### config.mk
export PLATFORM = sky130hd
export DESIGN_NAME = bridge_ordering
export DESIGN_NICKNAME = d
export VERILOG_FILES = /design/src/include/bridge_ord_pkg.sv /design/src/logic/ord_fifo.sv /design/src/logic/addr_parity.sv /design/src/logic/bridge_ordering.sv
export SDC_FILE = /design/constraint.sdc
export NUM_CORES = 1
export LEC_CHECK = 0
export BUFFER_PORTS_ARGS = -buffer_cell sky130_fd_sc_hd__buf_2
export CORE_UTILIZATION = 44
export CTS_CLUSTER_SIZE = 8
export DETAILED_ROUTE_END_ITERATION = 10
export SKIP_LAST_GASP = 1
export SLEW_MARGIN = 0
export SYNTH_ARGS = -nofsm -noshare
export SYNTH_HDL_FRONTEND = slang
export SYNTH_SLANG_ARGS = --single-unit
### constraint.sdc
create_clock -name clk -period 10 [get_ports clk]
set_input_delay 0.5 -clock clk [delete_from_list [all_inputs] [get_ports clk]]
set_output_delay 0.5 -clock clk [all_outputs]
set_load 0.1 [all_outputs]
### src/include/bridge_ord_pkg.sv
// package: constants, register map and carrier types of the bridge ordering block
package bridge_ord_pkg;

    // ----------------------------------------------------------------
    // queue depths
    // ----------------------------------------------------------------
    localparam int PW_DEPTH = 4;
    localparam int DREQ_DEPTH = 4;
    localparam int DCPL_DEPTH = 4;

    // ----------------------------------------------------------------
    // register offsets (byte addresses)
    // ----------------------------------------------------------------
    localparam logic [7:0] OFF_CTRL = 8'h00;
    localparam logic [7:0] OFF_STAT = 8'h04;
    localparam logic [7:0] OFF_QSTAT = 8'h08;

    // ----------------------------------------------------------------
    // field positions and reset values
    // ----------------------------------------------------------------
    localparam int CTRL_PERR_P = 0;
    localparam int CTRL_SERR_EN = 1;
    localparam int CTRL_PERR_S = 2;
    localparam int STAT_DPE_P = 0;
    localparam int STAT_SSE = 1;
    localparam int STAT_DPE_S = 2;
    localparam logic [2:0] CTRL_RST = 3'h0;
    localparam logic [2:0] STAT_RST = 3'h0;

    // ----------------------------------------------------------------
    // carrier types
    // ----------------------------------------------------------------
    typedef enum logic [1:0] {
        K_POSTED = 2'b00,
        K_DREQ = 2'b01,
        K_DCPL = 2'b10
    } kind_e;

    typedef enum logic {
        IS_IDLE = 1'b0,
        IS_BUSY = 1'b1
    } iss_st_e;

    typedef struct packed {
        logic [3:0] id;
        logic is_write;
        logic par_bad;
        logic [3:0] tag;
    } entry_s;

    typedef struct packed {
        kind_e kind;
        entry_s ent;
    } issue_s;

endpackage

### src/logic/ord_fifo.sv
// in-order queue of transaction entries held in flip-flops
`timescale 1ns/1ps
module ord_fifo #(
    parameter int DEPTH = 4
) (
    // clock and reset
    input wire logic clk,
    input wire logic rstn,
    // fill side
    input wire logic in_valid,
    output logic in_ready,
    input bridge_ord_pkg::entry_s in_data,
    // drain side
    output logic out_valid,
    output bridge_ord_pkg::entry_s out_data,
    input wire logic pop,
    // occupancy
    output logic [3:0] count
);
    localparam int AW = (DEPTH > 1) ? $clog2(DEPTH) : 1;

    bridge_ord_pkg::entry_s mem_q [DEPTH];
    logic [AW-1:0] wr_q;
    logic [AW-1:0] rd_q;
    logic [3:0] cnt_q;
    logic push;
    logic take;

    // wrap a pointer at the queue depth
    function automatic logic [AW-1:0] bump(input logic [AW-1:0] p);
        if (p == AW'(DEPTH - 1)) begin
            bump = '0;
        end else begin
            bump = p + 1'b1;
        end
    endfunction

    // handshakes
    assign in_ready = (cnt_q != 4'(DEPTH));
    assign push = in_valid && in_ready;
    assign out_valid = (cnt_q != 4'h0);
    assign take = pop && out_valid;
    assign out_data = mem_q[rd_q];
    assign count = cnt_q;

    // storage, no reset needed on data
    always_ff @(posedge clk) begin
        if (push) begin
            mem_q[wr_q] <= in_data;
        end
    end

    // pointers and occupancy
    always_ff @(posedge clk or negedge rstn) begin
        if (!rstn) begin
            wr_q <= '0;
            rd_q <= '0;
            cnt_q <= 4'h0;
        end else begin
            if (push) begin
                wr_q <= bump(wr_q);
            end
            if (take) begin
                rd_q <= bump(rd_q);
            end
            if (push && !take) begin
                cnt_q <= cnt_q + 4'h1;
            end else if (take && !push) begin
                cnt_q <= cnt_q - 4'h1;
            end
        end
    end

endmodule

### src/logic/addr_parity.sv
// address parity check and parity generation for one bus
`timescale 1ns/1ps
module addr_parity (
    // clock and reset
    input wire logic clk,
    input wire logic rstn,
    // bus sample
    input wire logic addr_phase,
    input wire logic [31:0] ad,
    input wire logic [3:0] cbe,
    input wire logic par,
    // results
    output logic ape,
    output logic par_gen
);
    logic chk_q;
    logic exp_q;

    // even parity over ad and cbe, due on par one clock later
    always_ff @(posedge clk or negedge rstn) begin
        if (!rstn) begin
            chk_q <= 1'b0;
            exp_q <= 1'b0;
        end else begin
            chk_q <= addr_phase;
            exp_q <= ^{ad, cbe};
        end
    end

    // error pulse in the cycle after the address phase
    assign ape = chk_q && (par != exp_q);
    assign par_gen = exp_q;

endmodule

### src/logic/bridge_ordering.sv
// bridge ordering, parity and error status
//
// Added by the designer: the address map and the APB slave port.
`timescale 1ns/1ps
module bridge_ordering (
    // clock and reset
    input wire logic clk,
    input wire logic rstn,
    // apb register port
    input wire logic psel,
    input wire logic penable,
    input wire logic pwrite,
    input wire logic [7:0] paddr,
    input wire logic [31:0] pwdata,
    output logic [31:0] prdata,
    output logic pready,
    output logic pslverr,
    // primary bus address phase
    input wire logic p_addr_phase,
    input wire logic [31:0] p_ad,
    input wire logic [3:0] p_cbe,
    input wire logic p_par,
    input wire logic p_claim,
    output logic p_devsel_ok,
    output logic p_par_gen,
    // secondary bus address phase
    input wire logic s_addr_phase,
    input wire logic [31:0] s_ad,
    input wire logic [3:0] s_cbe,
    input wire logic s_par,
    input wire logic s_claim,
    output logic s_devsel_ok,
    output logic s_par_gen,
    // primary system error, open drain
    output logic p_serr_out,
    output logic p_serr_oe_n,
    // per direction queues, index 0 downstream, 1 upstream
    input wire logic [1:0] pw_valid,
    output logic [1:0] pw_ready,
    input bridge_ord_pkg::entry_s [1:0] pw_entry,
    input wire logic [1:0] dr_valid,
    output logic [1:0] dr_ready,
    input bridge_ord_pkg::entry_s [1:0] dr_entry,
    input wire logic [1:0] dc_valid,
    output logic [1:0] dc_ready,
    input bridge_ord_pkg::entry_s [1:0] dc_entry,
    // per direction issue toward the bus the transaction travels to
    output logic [1:0] iss_valid,
    output bridge_ord_pkg::issue_s [1:0] iss_data,
    input wire logic [1:0] iss_done,
    input wire logic [1:0] iss_retry
);
    // ----------------------------------------------------------------
    // declarations
    // ----------------------------------------------------------------
    logic [2:0] ctrl_q;
    logic [2:0] stat_q;
    logic serr_q;
    logic ape_p;
    logic ape_s;
    logic serr_p_evt;
    logic serr_s_evt;
    logic wr_en;
    logic rd_en;
    logic [5:0][3:0] occ;
    logic [31:0] rd_data;
    logic rd_hit;

    // earlier posted writes all done, modulo the counter wrap
    function automatic logic ahead_clear(input logic [3:0] tag, input logic [3:0] done_cnt);
        logic [3:0] gap;
        gap = done_cnt - tag;
        ahead_clear = !gap[3];
    endfunction

    // mapped apb address
    function automatic logic is_mapped(input logic [7:0] a);
        is_mapped = (a == bridge_ord_pkg::OFF_CTRL) || (a == bridge_ord_pkg::OFF_STAT) ||
                    (a == bridge_ord_pkg::OFF_QSTAT);
    endfunction

    // ----------------------------------------------------------------
    // address parity on both buses
    // ----------------------------------------------------------------
    addr_parity u_par_p (
        .clk(clk),
        .rstn(rstn),
        .addr_phase(p_addr_phase),
        .ad(p_ad),
        .cbe(p_cbe),
        .par(p_par),
        .ape(ape_p),
        .par_gen(p_par_gen)
    );

    addr_parity u_par_s (
        .clk(clk),
        .rstn(rstn),
        .addr_phase(s_addr_phase),
        .ad(s_ad),
        .cbe(s_cbe),
        .par(s_par),
        .ape(ape_s),
        .par_gen(s_par_gen)
    );

    // claim gating
    assign p_devsel_ok = p_claim && !(ape_p && ctrl_q[bridge_ord_pkg::CTRL_PERR_P]);
    assign s_devsel_ok = s_claim && !(ape_s && ctrl_q[bridge_ord_pkg::CTRL_PERR_S]);

    // system error qualifiers
    assign serr_p_evt = ape_p && ctrl_q[bridge_ord_pkg::CTRL_SERR_EN] &&
                        ctrl_q[bridge_ord_pkg::CTRL_PERR_P];
    assign serr_s_evt = ape_s && ctrl_q[bridge_ord_pkg::CTRL_SERR_EN] &&
                        ctrl_q[bridge_ord_pkg::CTRL_PERR_S];

    // ----------------------------------------------------------------
    // apb slave, zero wait states
    // ----------------------------------------------------------------
    assign pready = 1'b1;
    assign wr_en = psel && penable && pwrite && is_mapped(paddr);
    assign rd_en = psel && !penable && !pwrite;
    assign pslverr = psel && penable && !is_mapped(paddr);

    // read mux
    always_comb begin
        rd_data = 32'h0;
        rd_hit = 1'b1;
        if (paddr == bridge_ord_pkg::OFF_CTRL) begin
            rd_data = {29'h0, ctrl_q};
        end else if (paddr == bridge_ord_pkg::OFF_STAT) begin
            rd_data = {29'h0, stat_q};
        end else if (paddr == bridge_ord_pkg::OFF_QSTAT) begin
            rd_data = {8'h00, occ};
        end else begin
            rd_hit = 1'b0;
        end
    end

    // read data taken at setup
    always_ff @(posedge clk or negedge rstn) begin
        if (!rstn) begin
            prdata <= 32'h0;
        end else if (rd_en) begin
            prdata <= rd_hit ? rd_data : 32'h0;
        end
    end

    // control register
    always_ff @(posedge clk or negedge rstn) begin
        if (!rstn) begin
            ctrl_q <= bridge_ord_pkg::CTRL_RST;
        end else if (wr_en && paddr == bridge_ord_pkg::OFF_CTRL) begin
            ctrl_q <= pwdata[2:0];
        end
    end

    // status w1c, event wins
    always_ff @(posedge clk or negedge rstn) begin
        if (!rstn) begin
            stat_q <= bridge_ord_pkg::STAT_RST;
        end else begin
            if (wr_en && paddr == bridge_ord_pkg::OFF_STAT) begin
                stat_q <= stat_q & ~pwdata[2:0];
            end
            if (ape_p) begin
                stat_q[bridge_ord_pkg::STAT_DPE_P] <= 1'b1;
            end
            if (ape_s) begin
                stat_q[bridge_ord_pkg::STAT_DPE_S] <= 1'b1;
            end
            if (serr_p_evt || serr_s_evt) begin
                stat_q[bridge_ord_pkg::STAT_SSE] <= 1'b1;
            end
        end
    end

    // serr pin, asserted one clock after each cycle with a p or s event
    always_ff @(posedge clk or negedge rstn) begin
        if (!rstn) begin
            serr_q <= 1'b0;
        end else begin
            serr_q <= serr_p_evt || serr_s_evt;
        end
    end

    assign p_serr_out = 1'b0;
    assign p_serr_oe_n = !serr_q;

    // ----------------------------------------------------------------
    // ordering engine, one per direction
    // ----------------------------------------------------------------
    for (genvar d = 0; d < 2; d++) begin : g_dir
        logic [3:0] pw_in_q;
        logic [3:0] pw_out_q;
        logic fair_q;
        logic dsel_q;
        bridge_ord_pkg::iss_st_e st_q;
        bridge_ord_pkg::issue_s iss_q;
        bridge_ord_pkg::entry_s pw_tag;
        bridge_ord_pkg::entry_s dr_tag;
        bridge_ord_pkg::entry_s dc_tag;
        bridge_ord_pkg::entry_s pwf_d;
        bridge_ord_pkg::entry_s reqf_d;
        bridge_ord_pkg::entry_s cplf_d;
        logic pwf_v;
        logic reqf_v;
        logic cplf_v;
        logic pw_pop;
        logic req_pop;
        logic cpl_pop;
        logic req_ok;
        logic cpl_ok;
        logic dly_ok;
        logic pick_cpl;
        logic grant_pw;
        logic fin;

        // stamp entries with posted count
        always_comb begin
            pw_tag = pw_entry[d];
            pw_tag.tag = pw_in_q;
            dr_tag = dr_entry[d];
            dr_tag.tag = pw_in_q;
            dc_tag = dc_entry[d];
            dc_tag.tag = pw_in_q;
        end

        // posted queue
        ord_fifo #(.DEPTH(bridge_ord_pkg::PW_DEPTH)) u_pw (
            .clk(clk),
            .rstn(rstn),
            .in_valid(pw_valid[d]),
            .in_ready(pw_ready[d]),
            .in_data(pw_tag),
            .out_valid(pwf_v),
            .out_data(pwf_d),
            .pop(pw_pop),
            .count(occ[d*3])
        );

        // request queue
        ord_fifo #(.DEPTH(bridge_ord_pkg::DREQ_DEPTH)) u_req (
            .clk(clk),
            .rstn(rstn),
            .in_valid(dr_valid[d]),
            .in_ready(dr_ready[d]),
            .in_data(dr_tag),
            .out_valid(reqf_v),
            .out_data(reqf_d),
            .pop(req_pop),
            .count(occ[d*3+1])
        );

        // completion queue
        ord_fifo #(.DEPTH(bridge_ord_pkg::DCPL_DEPTH)) u_cpl (
            .clk(clk),
            .rstn(rstn),
            .in_valid(dc_valid[d]),
            .in_ready(dc_ready[d]),
            .in_data(dc_tag),
            .out_valid(cplf_v),
            .out_data(cplf_d),
            .pop(cpl_pop),
            .count(occ[d*3+2])
        );

        // eligibility and selection
        assign req_ok = reqf_v && ahead_clear(reqf_d.tag, pw_out_q);
        assign cpl_ok = cplf_v && (cplf_d.is_write ||
                        ahead_clear(cplf_d.tag, pw_out_q));
        assign dly_ok = req_ok || cpl_ok;
        assign pick_cpl = cpl_ok && (!req_ok || dsel_q);
        assign grant_pw = pwf_v && (!dly_ok || !fair_q);
        assign fin = (st_q == bridge_ord_pkg::IS_BUSY) && iss_done[d];

        // pop on non-retry finish
        assign pw_pop = fin && iss_q.kind == bridge_ord_pkg::K_POSTED;
        assign req_pop = fin && iss_q.kind == bridge_ord_pkg::K_DREQ;
        assign cpl_pop = fin && iss_q.kind == bridge_ord_pkg::K_DCPL;

        // issue machine, one in flight
        always_ff @(posedge clk or negedge rstn) begin
            if (!rstn) begin
                st_q <= bridge_ord_pkg::IS_IDLE;
                iss_q <= '0;
            end else begin
                case (st_q)
                    bridge_ord_pkg::IS_IDLE: begin
                        if (grant_pw) begin
                            iss_q <= '{kind: bridge_ord_pkg::K_POSTED, ent: pwf_d};
                            st_q <= bridge_ord_pkg::IS_BUSY;
                        end else if (dly_ok) begin
                            iss_q <= pick_cpl ? '{kind: bridge_ord_pkg::K_DCPL, ent: cplf_d}
                                              : '{kind: bridge_ord_pkg::K_DREQ, ent: reqf_d};
                            st_q <= bridge_ord_pkg::IS_BUSY;
                        end
                    end
                    bridge_ord_pkg::IS_BUSY: begin
                        if (iss_done[d] || iss_retry[d]) begin
                            st_q <= bridge_ord_pkg::IS_IDLE;
                        end
                    end
                    default: begin
                        st_q <= bridge_ord_pkg::IS_IDLE;
                    end
                endcase
            end
        end

        // fairness, flips per grant
        always_ff @(posedge clk or negedge rstn) begin
            if (!rstn) begin
                fair_q <= 1'b0;
                dsel_q <= 1'b0;
            end else if (st_q == bridge_ord_pkg::IS_IDLE) begin
                if (grant_pw) begin
                    fair_q <= 1'b1;
                end else if (dly_ok) begin
                    fair_q <= 1'b0;
                    dsel_q <= !pick_cpl;
                end
            end
        end

        // posted counters, no flush
        always_ff @(posedge clk or negedge rstn) begin
            if (!rstn) begin
                pw_in_q <= 4'h0;
                pw_out_q <= 4'h0;
            end else begin
                if (pw_valid[d] && pw_ready[d]) begin
                    pw_in_q <= pw_in_q + 4'h1;
                end
                if (pw_pop) begin
                    pw_out_q <= pw_out_q + 4'h1;
                end
            end
        end

        // issue outputs from flops
        assign iss_valid[d] = (st_q == bridge_ord_pkg::IS_BUSY);
        assign iss_data[d] = iss_q;
    end

endmodule

; ---- Yosys cells after proc, flatten, opt, wreduce, memory -nomap -nowiden
; Memory sizes are Yosys's and may differ from the RTL's.
; Index checks and enable logic that the tools add are counted.
[classes]
addsub = 32
multipliers = 0
div = 0
order_cmp = 0
eq_ne = 26
shift = 0
mux = 65
bitwise = 6
reduce_logical = 127
[ops]
columns = cell, count
row1 = $mux W12, 6
row2 = $mux W24, 3
row3 = $reduce_xor A36 Y1, 2
row4 = $logic_and A1 B1 Y1, 58
row5 = $mux W4, 12
row6 = $add A4 B1 Y4 const B, 10
row7 = $mux W32, 1
row8 = $logic_not A1 Y1, 30
row9 = $eq A2 B2 Y1 const B, 14
row10 = $mux W1, 28
row11 = $add A2 B1 Y2 const B, 12
row12 = $mux W2, 12
row13 = $ne A4 B3 Y1 const B, 6
row14 = $reduce_bool A4 Y1, 6
row15 = $sub A4 B1 Y4 const B, 6
row16 = $reduce_bool A2 Y1, 11
row17 = $sub A4 B4 Y4, 4
row18 = $logic_or A1 B1 Y1, 13
row19 = $eq A8 B3 Y1 const B, 1
row20 = $eq A8 B4 Y1 const B, 1
row21 = $logic_not A8 Y1, 1
row22 = $reduce_and A3 Y1, 2
row23 = $eq A2 B1 Y1 const B, 2
row24 = $logic_not A2 Y1, 2
row25 = 7 further kinds, 13
[word_totals]
ff_bits = 137
latchBits = 0
ramBits = 240
mem_bits_ro = 0
input_bits = 193
out_inout_bits = 72
word_cells = 310
mem_count = 6
[memory_table]
columns = name, words, width, read_ports, rd_ports_with_merged_regs, wr, line_no
row1 = g_dir[0].u_cpl.mem_q, 4, 10, 1, 0, 1, ord_fifo.sv:22  ; bridge_ord_pkg::entry_s mem_q [DEPTH];
row2 = g_dir[0].u_pw.mem_q, 4, 10, 1, 0, 1, ord_fifo.sv:22
row3 = g_dir[0].u_req.mem_q, 4, 10, 1, 0, 1, ord_fifo.sv:22
row4 = g_dir[1].u_cpl.mem_q, 4, 10, 1, 0, 1, ord_fifo.sv:22
row5 = g_dir[1].u_pw.mem_q, 4, 10, 1, 0, 1, ord_fifo.sv:22
row6 = g_dir[1].u_req.mem_q, 4, 10, 1, 0, 1, ord_fifo.sv:22

; ---- Longest topological paths before layout
; Gate-level depths: netlist of the first run.
; An unclocked memory read counts as a cell.
[depth]
ltp_word = 11
ltp_mapped = 12
ltp_nobuf = 12

; ---- By module
; Synthesis of the first run repeated with hierarchy kept, for this count alone.
[unflattened]
hier_cells = 1106
hier_area_um2 = 17070.1
[by_module_without_submodules]
columns = module, n_inst, cells_per_inst, area_each_um2
row1 = ord_fifo at g_dir[0].u_cpl ..., 4, 106, 2024.4
row2 = bridge_ordering, 1, 394, 4182.8
row3 = ord_fifo at g_dir[1].u_cpl ..., 2, 106, 2018.2
row4 = addr_parity, 2, 38, 376.6

; ---- Worst setup path before layout of the first run
; No wires, ideal clock.
[synth_timing]
path_kind = register to register
start = register g_dir[1].u_req.rd_q[0]
end = register g_dir[1].iss_q (netlist bit iss_data[12])
arrival_time_ns = 3.148
required_ns = 9.909
setup_slack_ns = 6.761
stages_incl_launch_ff = 12
cell_sequence = dfrtp_1 > buf_1 > mux4_2 > inv_1 > ha_1 > nor3_1 > a211oi_2 > xnor2_1 > nand2_1 > a211o_1 > buf_2 > o221ai_1
[synth_via]
elab_chain_len = 10
elab_cells_between_ends = 16
classes_between = add/sub (1) / mux (3) / reduce/logical (11) / memory (1)
[synth_rtl]
columns = item, line_no
row1 = "start, declared", ord_fifo.sv:24  ; logic [AW-1:0] rd_q;
row2 = "start signal, assigned", ord_fifo.sv:64  ; rd_q <= bump(rd_q);
row3 = $mem_v2 Z4 W10 *, -
row4 = $sub A4 B4 Y4, bridge_ordering.sv:72  ; gap = done_cnt - tag;
row5 = $logic_not A1 Y1, bridge_ordering.sv:73  ; ahead_clear = !gap[3];
row6 = $logic_and A1 B1 Y1, bridge_ordering.sv:269  ; assign req_ok = reqf_v && ahead_clear(reqf_d.tag, pw_out_q);
row7 = $logic_not A1 Y1 / $logic_or A1 B1 Y1 (equally long branches), "bridge_ordering.sv:273, bridge_ordering.sv:272"
row8 = $logic_or A1 B1 Y1 / $logic_not A1 Y1 (equally long branches), "bridge_ordering.sv:273, bridge_ordering.sv:274"
row9 = $logic_and A1 B1 Y1 / $logic_or A1 B1 Y1 (equally long branches), "bridge_ordering.sv:273, bridge_ordering.sv:274"
row10 = $mux W12 / $logic_and A1 B1 Y1 (equally long branches), "bridge_ordering.sv:294, bridge_ordering.sv:274"
row11 = $mux W12 / $reduce_bool A2 Y1 (equally long branches), -
row12 = $mux W12 / $reduce_and A2 Y1 (equally long branches), -
row13 = "end signal, assigned", bridge_ordering.sv:291  ; iss_q <= '{kind: bridge_ord_pkg::K_POSTED, ent: pwf_d};
row14 = "end signal, assigned", bridge_ordering.sv:294  ; iss_q <= pick_cpl ? '{kind: bridge_ord_pkg::K_DCPL, ent: cplf_d}
row15 = "end, declared", bridge_ordering.sv:199  ; bridge_ord_pkg::issue_s iss_q;
; Every way passes the cells marked *; elsewhere a longest branch is shown, timed or not. The select of a mux whose other input is x is not followed.
; A chain may end at the register's enable or synchronous reset.

; ---- Worst setup path after layout of the first run
[layout_timing]
start = register g_dir[0].u_cpl.rd_q[1]
end = register g_dir[0].dsel_q
[layout_via]
elab_chain_len = 11
elab_cells_between_ends = 13
classes_between = add/sub (1) / bitwise (1) / reduce/logical (10) / memory (1)
[layout_rtl]
columns = item, line_no
row1 = "start, declared", ord_fifo.sv:24
row2 = "start signal, assigned", ord_fifo.sv:64
row3 = $mem_v2 Z4 W10 *, -
row4 = $sub A4 B4 Y4, bridge_ordering.sv:72
row5 = $logic_not A1 Y1, bridge_ordering.sv:73
row6 = $logic_or A1 B1 Y1 *, bridge_ordering.sv:270  ; assign cpl_ok = cplf_v && (cplf_d.is_write ||
row7 = $logic_and A1 B1 Y1 *, bridge_ordering.sv:270
row8 = $logic_or A1 B1 Y1, bridge_ordering.sv:272  ; assign dly_ok = req_ok || cpl_ok;
row9 = $logic_not A1 Y1, bridge_ordering.sv:274  ; assign grant_pw = pwf_v && (!dly_ok || !fair_q);
row10 = $logic_or A1 B1 Y1, bridge_ordering.sv:274
row11 = $logic_and A1 B1 Y1, bridge_ordering.sv:274
row12 = $not A1 Y1 (no line), -
row13 = $reduce_and A3 Y1 (no line), -
row14 = "end signal, assigned", bridge_ordering.sv:321  ; dsel_q <= !pick_cpl;
row15 = "end, declared", bridge_ordering.sv:197  ; logic dsel_q;
; Every way passes the cells marked *; elsewhere a longest branch is shown, timed or not.

==> flow_summary.yaml, run 1 <==
job:
  maxCapViolCount: 0
die:
  io_pins: 265
  initial_core_util: 0.451
  die_height_um: 196
  die_w_um: 196
  rows: 70
  dieArea_mm2: 0.0385
  core_mm2: 0.0369
grt:
  grtUsageTotal: 0.189
  antenna_found_initial: 0
  grt_pass1_wl_um: 55800
  grt_pass1_vias: 10100
  grt_max_degree: 68
  overflow: 0
critical_path:
  critPathMaxFanout: 15
  r2r_end: "g_dir[0].dsel_q"
  worstPathArrival_ns: 4.62
  cp-start-kind: "flop"
  critPathKind: "reg2reg"
  regToRegStartpoint: "g_dir[0].u_cpl.rd_q[1]"
  r2r_cells: 9
  cp.required_ns: 10.44
  r2r_setup_slack_ns: 5.82
  cp-end-kind: "flop"
finish:
  area_growth_pct: 17.8
  nets: 1581
  final_util: 0.531
  final-instance-count-excl-fill: 1865
  layout_common_cells: "240 x edfxtp_1, 200 x buf_2, 129 x dfrtp_1"
  final_common_cell: "edfxtp_1"
  post_route_cells_drive_above_1_share: 0.265
  antenna_cells: 0
  postLayoutCellArea_mm2: 0.0196
sta:
  finClkSkew_ns: 0.0183
  hold_viol: 0
  tns_ns: 0
  post-route-min-period_ns: 4.18
  timing.fmax_ghz: 0.239
  post-route-period-util: 0.418
  rsz0062_at_grt: "false"
  drv_slew: 0
  holdWs_ns: 0.0545
  slew_headroom: 0.304
  worst_slew_pin_slew_ns: 1.04
  fin_ws_ns: 5.82
  setup_viol: 0
power:
  p_comb_frac: 0.399
  switching_share: 0.396
  p_sw_mw: 2.75
  peakVddDrop_mv: 0.212
  internal_power_mw: 4.21
  power_mw: 6.96
  clock_power_share: 0.230
  cellPowerDensity_mw_per_mm2: 356
  total_leakage_power_nw: 7.73
  p_seq_frac: 0.371
logic_synthesis:
  synth_seq_area_share: 0.628
  postSynthAreaPerCell_um2: 15.1
  syn_area_mm2: 0.0166
  synthMuxAreaShare: 0.106
  synth_compound_area_frac: 0.0635
  synth_xor_area_frac: 0.0616
  synth-edff-count: 240
  yosys_warnings: 0
  yosys.area_share.adder: 0.0524
  ys_seq_elements: 369
  yosys.area.top_type: "edfxtp_1"
  async_reset_ff_frac: 0.350
  synth_top_area_share: 0.434
  synth_cells: 1103
  synth.area.top_cells: "edfxtp_1 43%, dfrtp_1 19%, mux4_2 7.6%"
  yosysUniqueCellTypes: 59
  synth_top_family_by_area: "multiplexers"
  ys.flop_type: "edfxtp_1"
  synthSimpleGateAreaFrac: 0.0603
cts:
  cts_tree: "done"
  cts.path.max_buffers: 3
  clock_latency_ns: 0.56
  cts_max_level: 2
  cts_made_buffers: 52
  clkSinkCount: 369
  root_buffer: "clkbuf_16"
  post_cts_resized: 0
  clk_pin_slew_ns: 0.05
drt:
  wire_per_inst_um: 18.9
  dr.first_iter.drc_count: 403
  drc: 0
  vias_per_cell: 5.17
  ant_nets: 0
  routed_wl_um: 35300
  first_pass_iters: 5
  num_vias: 9634
placement:
  placed_cell_area_mm2: 0.0181
  dpl.hpwl_um: 24800
  dp_cells: 1771
  portBuffers: 201
  pre_cts_slack_ns: 5.82
  place.gp.congestion: 0.839
min_path:
  hold-path-endpoint: "u_par_s.chk_q"
  min_path_type: "in2reg"
  min-delay-start: "s_addr_phase"
  holdPathStages: 1
run_status:
  status: "finished clean"
power groups by stage:
stage	Combinational, mW	Sequential, mW	Clock (mW)
finish	2.78	2.58	1.60
global route	3.02	2.66	1.70
CTS	2.80	2.60	1.63
detailed placement	2.79	2.62	0
global placement	2.75	2.60	0
floorplan	2.00	2.72	0
worst max-delay path, cell delays in order (launching register included):
cell and delay (ns):
dfrtp_1 0.79, mux2_2 0.41, o21ai_0 0.30, ha_1 0.30
o21ai_0 0.29, a22oi_4 0.13, xnor2_2 0.22, a21o_1 0.36
a211oi_2 0.85, mux2_2 0.41
flip-flops by register name, indices dropped and copies added, names as in the netlist, 3 cells and up:
register,cells
g_dir.u_cpl.mem_q,80
g_dir.u_pw.mem_q,80
g_dir.u_req.mem_q,80
iss_data,24
prdata,24
g_dir.pw_in_q,8
g_dir.pw_out_q,8
g_dir.u_cpl.count,8
g_dir.u_pw.count,8
g_dir.u_req.count,8
g_dir.u_cpl.rd_q,4
g_dir.u_cpl.wr_q,4
g_dir.u_pw.rd_q,4
g_dir.u_pw.wr_q,4
g_dir.u_req.rd_q,4
g_dir.u_req.wr_q,4
ctrl_q,3
stat_q,3
routing by layer:
layer / wire length [um] / GRT usage
met2: 17500 / 0.317
met1: 15300 / 0.250
met5: 0 / 0
met3: 1550 / 0.0323
met4: 897 / 0.0602
cell type report:
class / count / area (um^2)
Fill cell: 3113 / 17300
Sequential cell: 369 / 10400
Multi-Input combinational cell: 644 / 5750
Clock buffer: 89 / 1450
Timing Repair Buffer: 208 / 1070
Tap cell: 504 / 631
Inverter: 47 / 176
Clock inverter: 4 / 55.1
synthesized netlist by cell type, drive strengths merged, types with 8 or more instances:
| cell | n |
|---|---|
| o221ai | 10 |
| clkbuf | 20 |
| xnor2 | 97 |
| a21oi | 33 |
| mux2 | 30 |
| and3 | 25 |
| edfxtp | 240 |
| a311oi | 10 |
| dfrtp | 129 |
| o21ai | 38 |
| xor2 | 19 |
| a22o | 25 |
| inv | 47 |
| buf | 31 |
| a21o | 10 |
| nand2 | 56 |
| nor3 | 35 |
| mux4 | 56 |
| ha | 60 |
| and2 | 8 |
| nor2 | 39 |
| mux2i | 16 |
timing repair:
item	in CTS	in global routing
hold buffers	1	0
setup buffers	0	0
endpoints found under the hold margin	66	0
endpoints found under the setup margin	0	0
kinds of logic after synthesis:
| group | count (synthesis) |
|---|---|
| flops | 369 |
| simple gates | 201 |
| compound gates | 149 |
| xor+xnor | 116 |
| mux | 102 |
| buf+inv | 98 |
| fa+ha+maj | 66 |
| other cells | 2 |
how the worst max path moves through the flow:
stage | start | end | slack (ns) | depth (start not counted)
floorplan | g_dir[1].u_req.rd_q[0] | iss_data[12] | 6.76 | 11
global placement | g_dir[0].u_cpl.rd_q[1] | g_dir[0].dsel_q | 5.84 | 9
detailed placement | g_dir[0].u_cpl.rd_q[1] | g_dir[0].dsel_q | 5.82 | 9
CTS | g_dir[0].u_cpl.rd_q[1] | g_dir[0].dsel_q | 5.80 | 9
global route | g_dir[0].u_cpl.rd_q[1] | g_dir[0].dsel_q | 5.58 | 9
finish | g_dir[0].u_cpl.rd_q[1] | g_dir[0].dsel_q | 5.82 | 9
(Power assumes the default switching activity.)
==> run 2, diff against run 1 <==
- PLACE_DENSITY: not set -> 0.67
- clock period: 10 -> 3.8 ns (I/O delays scaled with it)
==> flow_summary.yaml, run 2 (same netlist as run 1, synthesis figures left out) <==
run_status:
  status: "finished clean"
drt:
  ant_nets: 0
  num_vias: 10100
  wire_per_inst_um: 18.8
  routed_wl_um: 36400
  dr.first_iter.drc_count: 576
  drc: 0
  vias_per_cell: 5.22
  first_pass_iters: 5
cts:
  clkSinkCount: 369
  root_buffer: "clkbuf_16"
  clock_latency_ns: 0.57
  clk_pin_slew_ns: 0.05
  postCtsSetupBuffers: 0
  cts_made_buffers: 52
  cts.path.max_buffers: 3
  cts_tree: "done"
  cts_max_level: 2
grt:
  antenna_found_initial: 1
  grt_pass1_vias: 10400
  grt_max_degree: 73
  overflow: 0
  grtUsageTotal: 0.194
  grt_pass1_wl_um: 57900
finish:
  reg.largest.list: "g_dir.u_cpl.mem_q (80), g_dir.u_pw.mem_q (80), g_dir.u_req.mem_q (80)"
  final_common_cell: "edfxtp_1"
  final-instance-count-excl-fill: 1931
  final_util: 0.548
  postLayoutCellArea_mm2: 0.0202
  antenna_cells: 0
  layout_common_cells: "240 x edfxtp_1, 200 x buf_2, 128 x dfrtp_1"
  area_growth_pct: 21.6
  post_route_cells_drive_above_1_share: 0.266
  nets: 1645
critical_path:
  critPathKind: "reg2reg"
  cp-start-kind: "flop"
  worstPathArrival_ns: 3.90
  cp-end-kind: "flop"
  cp.required_ns: 4.24
  critPathMaxFanout: 11
sta:
  worst_slew_pin_slew_ns: 1.07
  drv_slew: 0
  hold_viol: 0
  setup_viol: 0
  holdWs_ns: 0.0198
  fin_ws_ns: 0.339
  finClkSkew_ns: 0.0204
  post-route-min-period_ns: 3.46
  slew_headroom: 0.286
  tns_ns: 0
  post-route-period-util: 0.911
  rsz0062_at_grt: "false"
  timing.fmax_ghz: 0.289
power:
  power_mw: 18.8
  peakVddDrop_mv: 0.599
  total_leakage_power_nw: 8.03
  cellPowerDensity_mw_per_mm2: 930
min_path:
  min_path_type: "in2reg"
placement:
  place.gp.congestion: 0.851
  dpl.hpwl_um: 25000
  placed_cell_area_mm2: 0.0182
  dp_cells: 1789
  portBuffers: 201
  pre_cts_slack_ns: 0.295
die:
  initial_core_util: 0.451
  io_pins: 265
  core_mm2: 0.0369
  dieArea_mm2: 0.0385
  die_w_um: 196
  rows: 70
  die_height_um: 196
job:
  maxCapViolCount: 0
==> run 2: critical path, cell delays in order, from the launching register on <==
cell	delay, ns
dfrtp_2	0.48
mux2_2	0.36
o21ai_0	0.25
ha_1	0.29
o21ai_1	0.24
a22oi_4	0.12
xnor2_2	0.33
a211oi_1	0.13
buf_4	0.19
nor2_1	0.24
o21ai_0	0.13
dlygate4sd3_1	0.58
==> run 2: metal layers <==
metal  part of all wire  track usage  vias up  routed length [um]
met3              0.055       0.0361       67                1990
met2               0.49        0.322      245               18000
met5            0.00030            0        -                  11
met1               0.43        0.259     5057               15700
met4              0.021       0.0556        2                 774
li1                   -            -     4707                   -
==> run 2: cell type report <==
type | count | area [um^2]
Multi-Input combinational cell | 644 | 5750
Inverter | 47 | 176
Clock inverter | 3 | 45.0
Clock buffer | 92 | 1490
Tap cell | 504 | 631
Timing Repair Buffer | 272 | 1660
Fill cell | 3000 | 16700
Sequential cell | 369 | 10400
==> run 2: final timing paths <==
kind | slack [ns] | cells past startpoint | to | start
min reg2reg | 0.48 | 1 | stat_q[1] | stat_q[1]
min in group asynchronous | 0.22 | 2 | serr_q | rstn
max reg2reg | 0.34 | 11 | g_dir[0].st_q | g_dir[0].u_cpl.rd_q[1]
max in group asynchronous | 2.65 | 3 | g_dir[0].u_cpl.rd_q[1] | rstn
min | 0.02 | 3 | stat_q[2] | paddr[2]
max | 0.34 | 11 | g_dir[0].st_q | g_dir[0].u_cpl.rd_q[1]
==> run 2: timing repair <==
action	in CTS	in global routing
endpoints found under the setup margin	0	1
hold buffers	47	0
endpoints found under the hold margin	225	0
resized for setup	0	2
==> run 2: report_power, final <==
part	total [mW]	leakage (nW)	internal [mW]	switching (mW)
Clock	4.33	0.734	2.64	1.69
Sequential	6.70	3.78	5.62	1.08
Combinational	7.75	3.51	3.10	4.64
Total	18.8	8.03	11.4	7.41
==> run 3, diff against run 2 <==
- MAX_ROUTING_LAYER: not set -> met4
==> flow_summary.yaml, run 3 (same netlist as run 1, synthesis figures left out) <==
run_status:
  status: "finished clean"
critical_path:
  critPathKind: "reg2reg"
  critPathMaxFanout: 11
  cpMaxStageDelayCell: "dlygate4sd3_1"
  cpPeakStageDelay_ns: 0.57
  cp_common_cell: "o21ai_0"
  worstPathArrival_ns: 3.90
  cp-start-kind: "flop"
  cp.required_ns: 4.24
  cp-end-kind: "flop"
  cp_cell_sequence: "mux2_2 -> o21ai_0 -> ha_1 -> o21ai_1 -> a22oi_4 -> xnor2_2 -> a211oi_1 -> buf_4 -> nor2_1 -> o21ai_0 -> dlygate4sd3_1"
power:
  power_mw: 18.8
  total_leakage_power_nw: 8.03
  cellPowerDensity_mw_per_mm2: 929
  peakVddDrop_mv: 0.598
finish:
  area_growth_pct: 21.6
  layout_common_cells: "240 x edfxtp_1, 200 x buf_2, 128 x dfrtp_1"
  reg.largest.list: "g_dir.u_cpl.mem_q (80), g_dir.u_pw.mem_q (80), g_dir.u_req.mem_q (80)"
  post_route_cells_drive_above_1_share: 0.266
  nets: 1645
  final_common_cell: "edfxtp_1"
  nFillCells: 2999
sta:
  slew_headroom: 0.293
  worst_slew_pin_slew_ns: 1.06
  post-route-min-period_ns: 3.46
  setup_viol: 0
  drv_slew: 0
  post-route-period-util: 0.911
  timing.fmax_ghz: 0.289
  finClkSkew_ns: 0.0230
  tns_ns: 0
  hold_viol: 0
  rsz0062_at_grt: "false"
die:
  die_height_um: 196
  rows: 70
  core_mm2: 0.0369
  die_w_um: 196
  dieArea_mm2: 0.0385
  initial_core_util: 0.451
  io_pins: 265
placement:
  place.gp.congestion: 0.867
  dpl.hpwl_um: 25000
  portBuffers: 201
cts:
  cts_tree: "done"
  root_buffer: "clkbuf_16"
  cts_max_level: 2
  clock_latency_ns: 0.57
  cts.path.max_buffers: 3
  clk_pin_slew_ns: 0.05
  cts_made_buffers: 52
  clkSinkCount: 369
grt:
  antenna_found_initial: 1
  grt_pass1_vias: 10400
  overflow: 0
  grt_max_degree: 73
  grt_pass1_wl_um: 57800
  grtUsageTotal: 0.200
drt:
  first_pass_iters: 5
  ant_nets: 0
  drc: 0
  wire_per_inst_um: 18.8
  routed_wl_um: 36300
  num_vias: 10000
  dr.first_iter.drc_count: 601
  vias_per_cell: 5.20
job:
  maxCapViolCount: 0
min_path:
  min_path_type: "in2reg"
-- run 3: cell count changes in the layout (fill, tap and decap cells not counted), sizes merged --
cell | previous run | this run
diode | 0 | 1
-- run 3: worst max-delay path: cells and delay by family (launching register included) --
kind	cells	cell delay (ns)
buffers and inverters	2	0.77
multiplexers	1	0.35
AND/OR/NAND/NOR	1	0.24
flip-flops	1	0.47
adder cells (fa/ha/maj)	1	0.30
AO/OA/AOI/OAI	5	0.88
XOR/XNOR	1	0.33
-- run 3: repair_timing --
item,CTS,global route
buffers inserted,0,0
endpoints found under the hold margin,225,0
hold buffers,47,0
setup endpoints to repair,0,1
resized for setup,0,2
-- run 3: cell type report --
type	instances	area [um^2]	area share
Timing Repair Buffer	272	1660	0.0823
Clock inverter	3	45.0	0.00223
Antenna cell	1	2.50	0.000124
Inverter	47	176	0.00874
Tap cell	504	631	0.0312
Clock buffer	92	1490	0.0740
Sequential cell	369	10400	0.517
Multi-Input combinational cell	644	5750	0.285
-- run 3: per-layer routing --
metal	global-route usage	wire, um	vias up
met3	0.0356	1900	63
met5	-	0	-
met1	0.259	15600	5043
li1	-	-	4701
met2	0.323	18000	234
met4	0.0556	731	0
-- run 3: power by group --
part | total (mW) | internal, mW | switching (mW)
Combinational | 7.74 | 3.10 | 4.64
Clock | 4.33 | 2.64 | 1.68
Sequential | 6.69 | 5.62 | 1.07
-- run 3: through the flow --
step                      hold WS (ns)  instance area, um^2  setup slack [ns]   util  cells
after global placement           0.266                18200             0.467  0.493   1789
after floorplan                 -0.106                16600             0.561      -   1111
after global routing            0.0391                20200             0.111  0.548   1932
final                           0.0170                20200             0.340  0.548   1932
after detailed placement         0.275                18200             0.295  0.493   1789
after CTS                      0.00159                20200             0.119  0.548   1931
-- run 3: worst paths after layout --
kind,slack [ns],from,endpoint,depth (start not counted)
setup / recovery,0.34,g_dir[0].u_cpl.rd_q[1],g_dir[0].st_q,11
hold / removal,0.02,paddr[2],stat_q[2],3
setup reg to reg,0.34,g_dir[0].u_cpl.rd_q[1],g_dir[0].st_q,11
hold reg to reg,0.48,prdata[1],prdata[1],2
max in group asynchronous,2.66,rstn,g_dir[0].u_cpl.rd_q[1],3
min in group asynchronous,0.22,rstn,serr_q,2
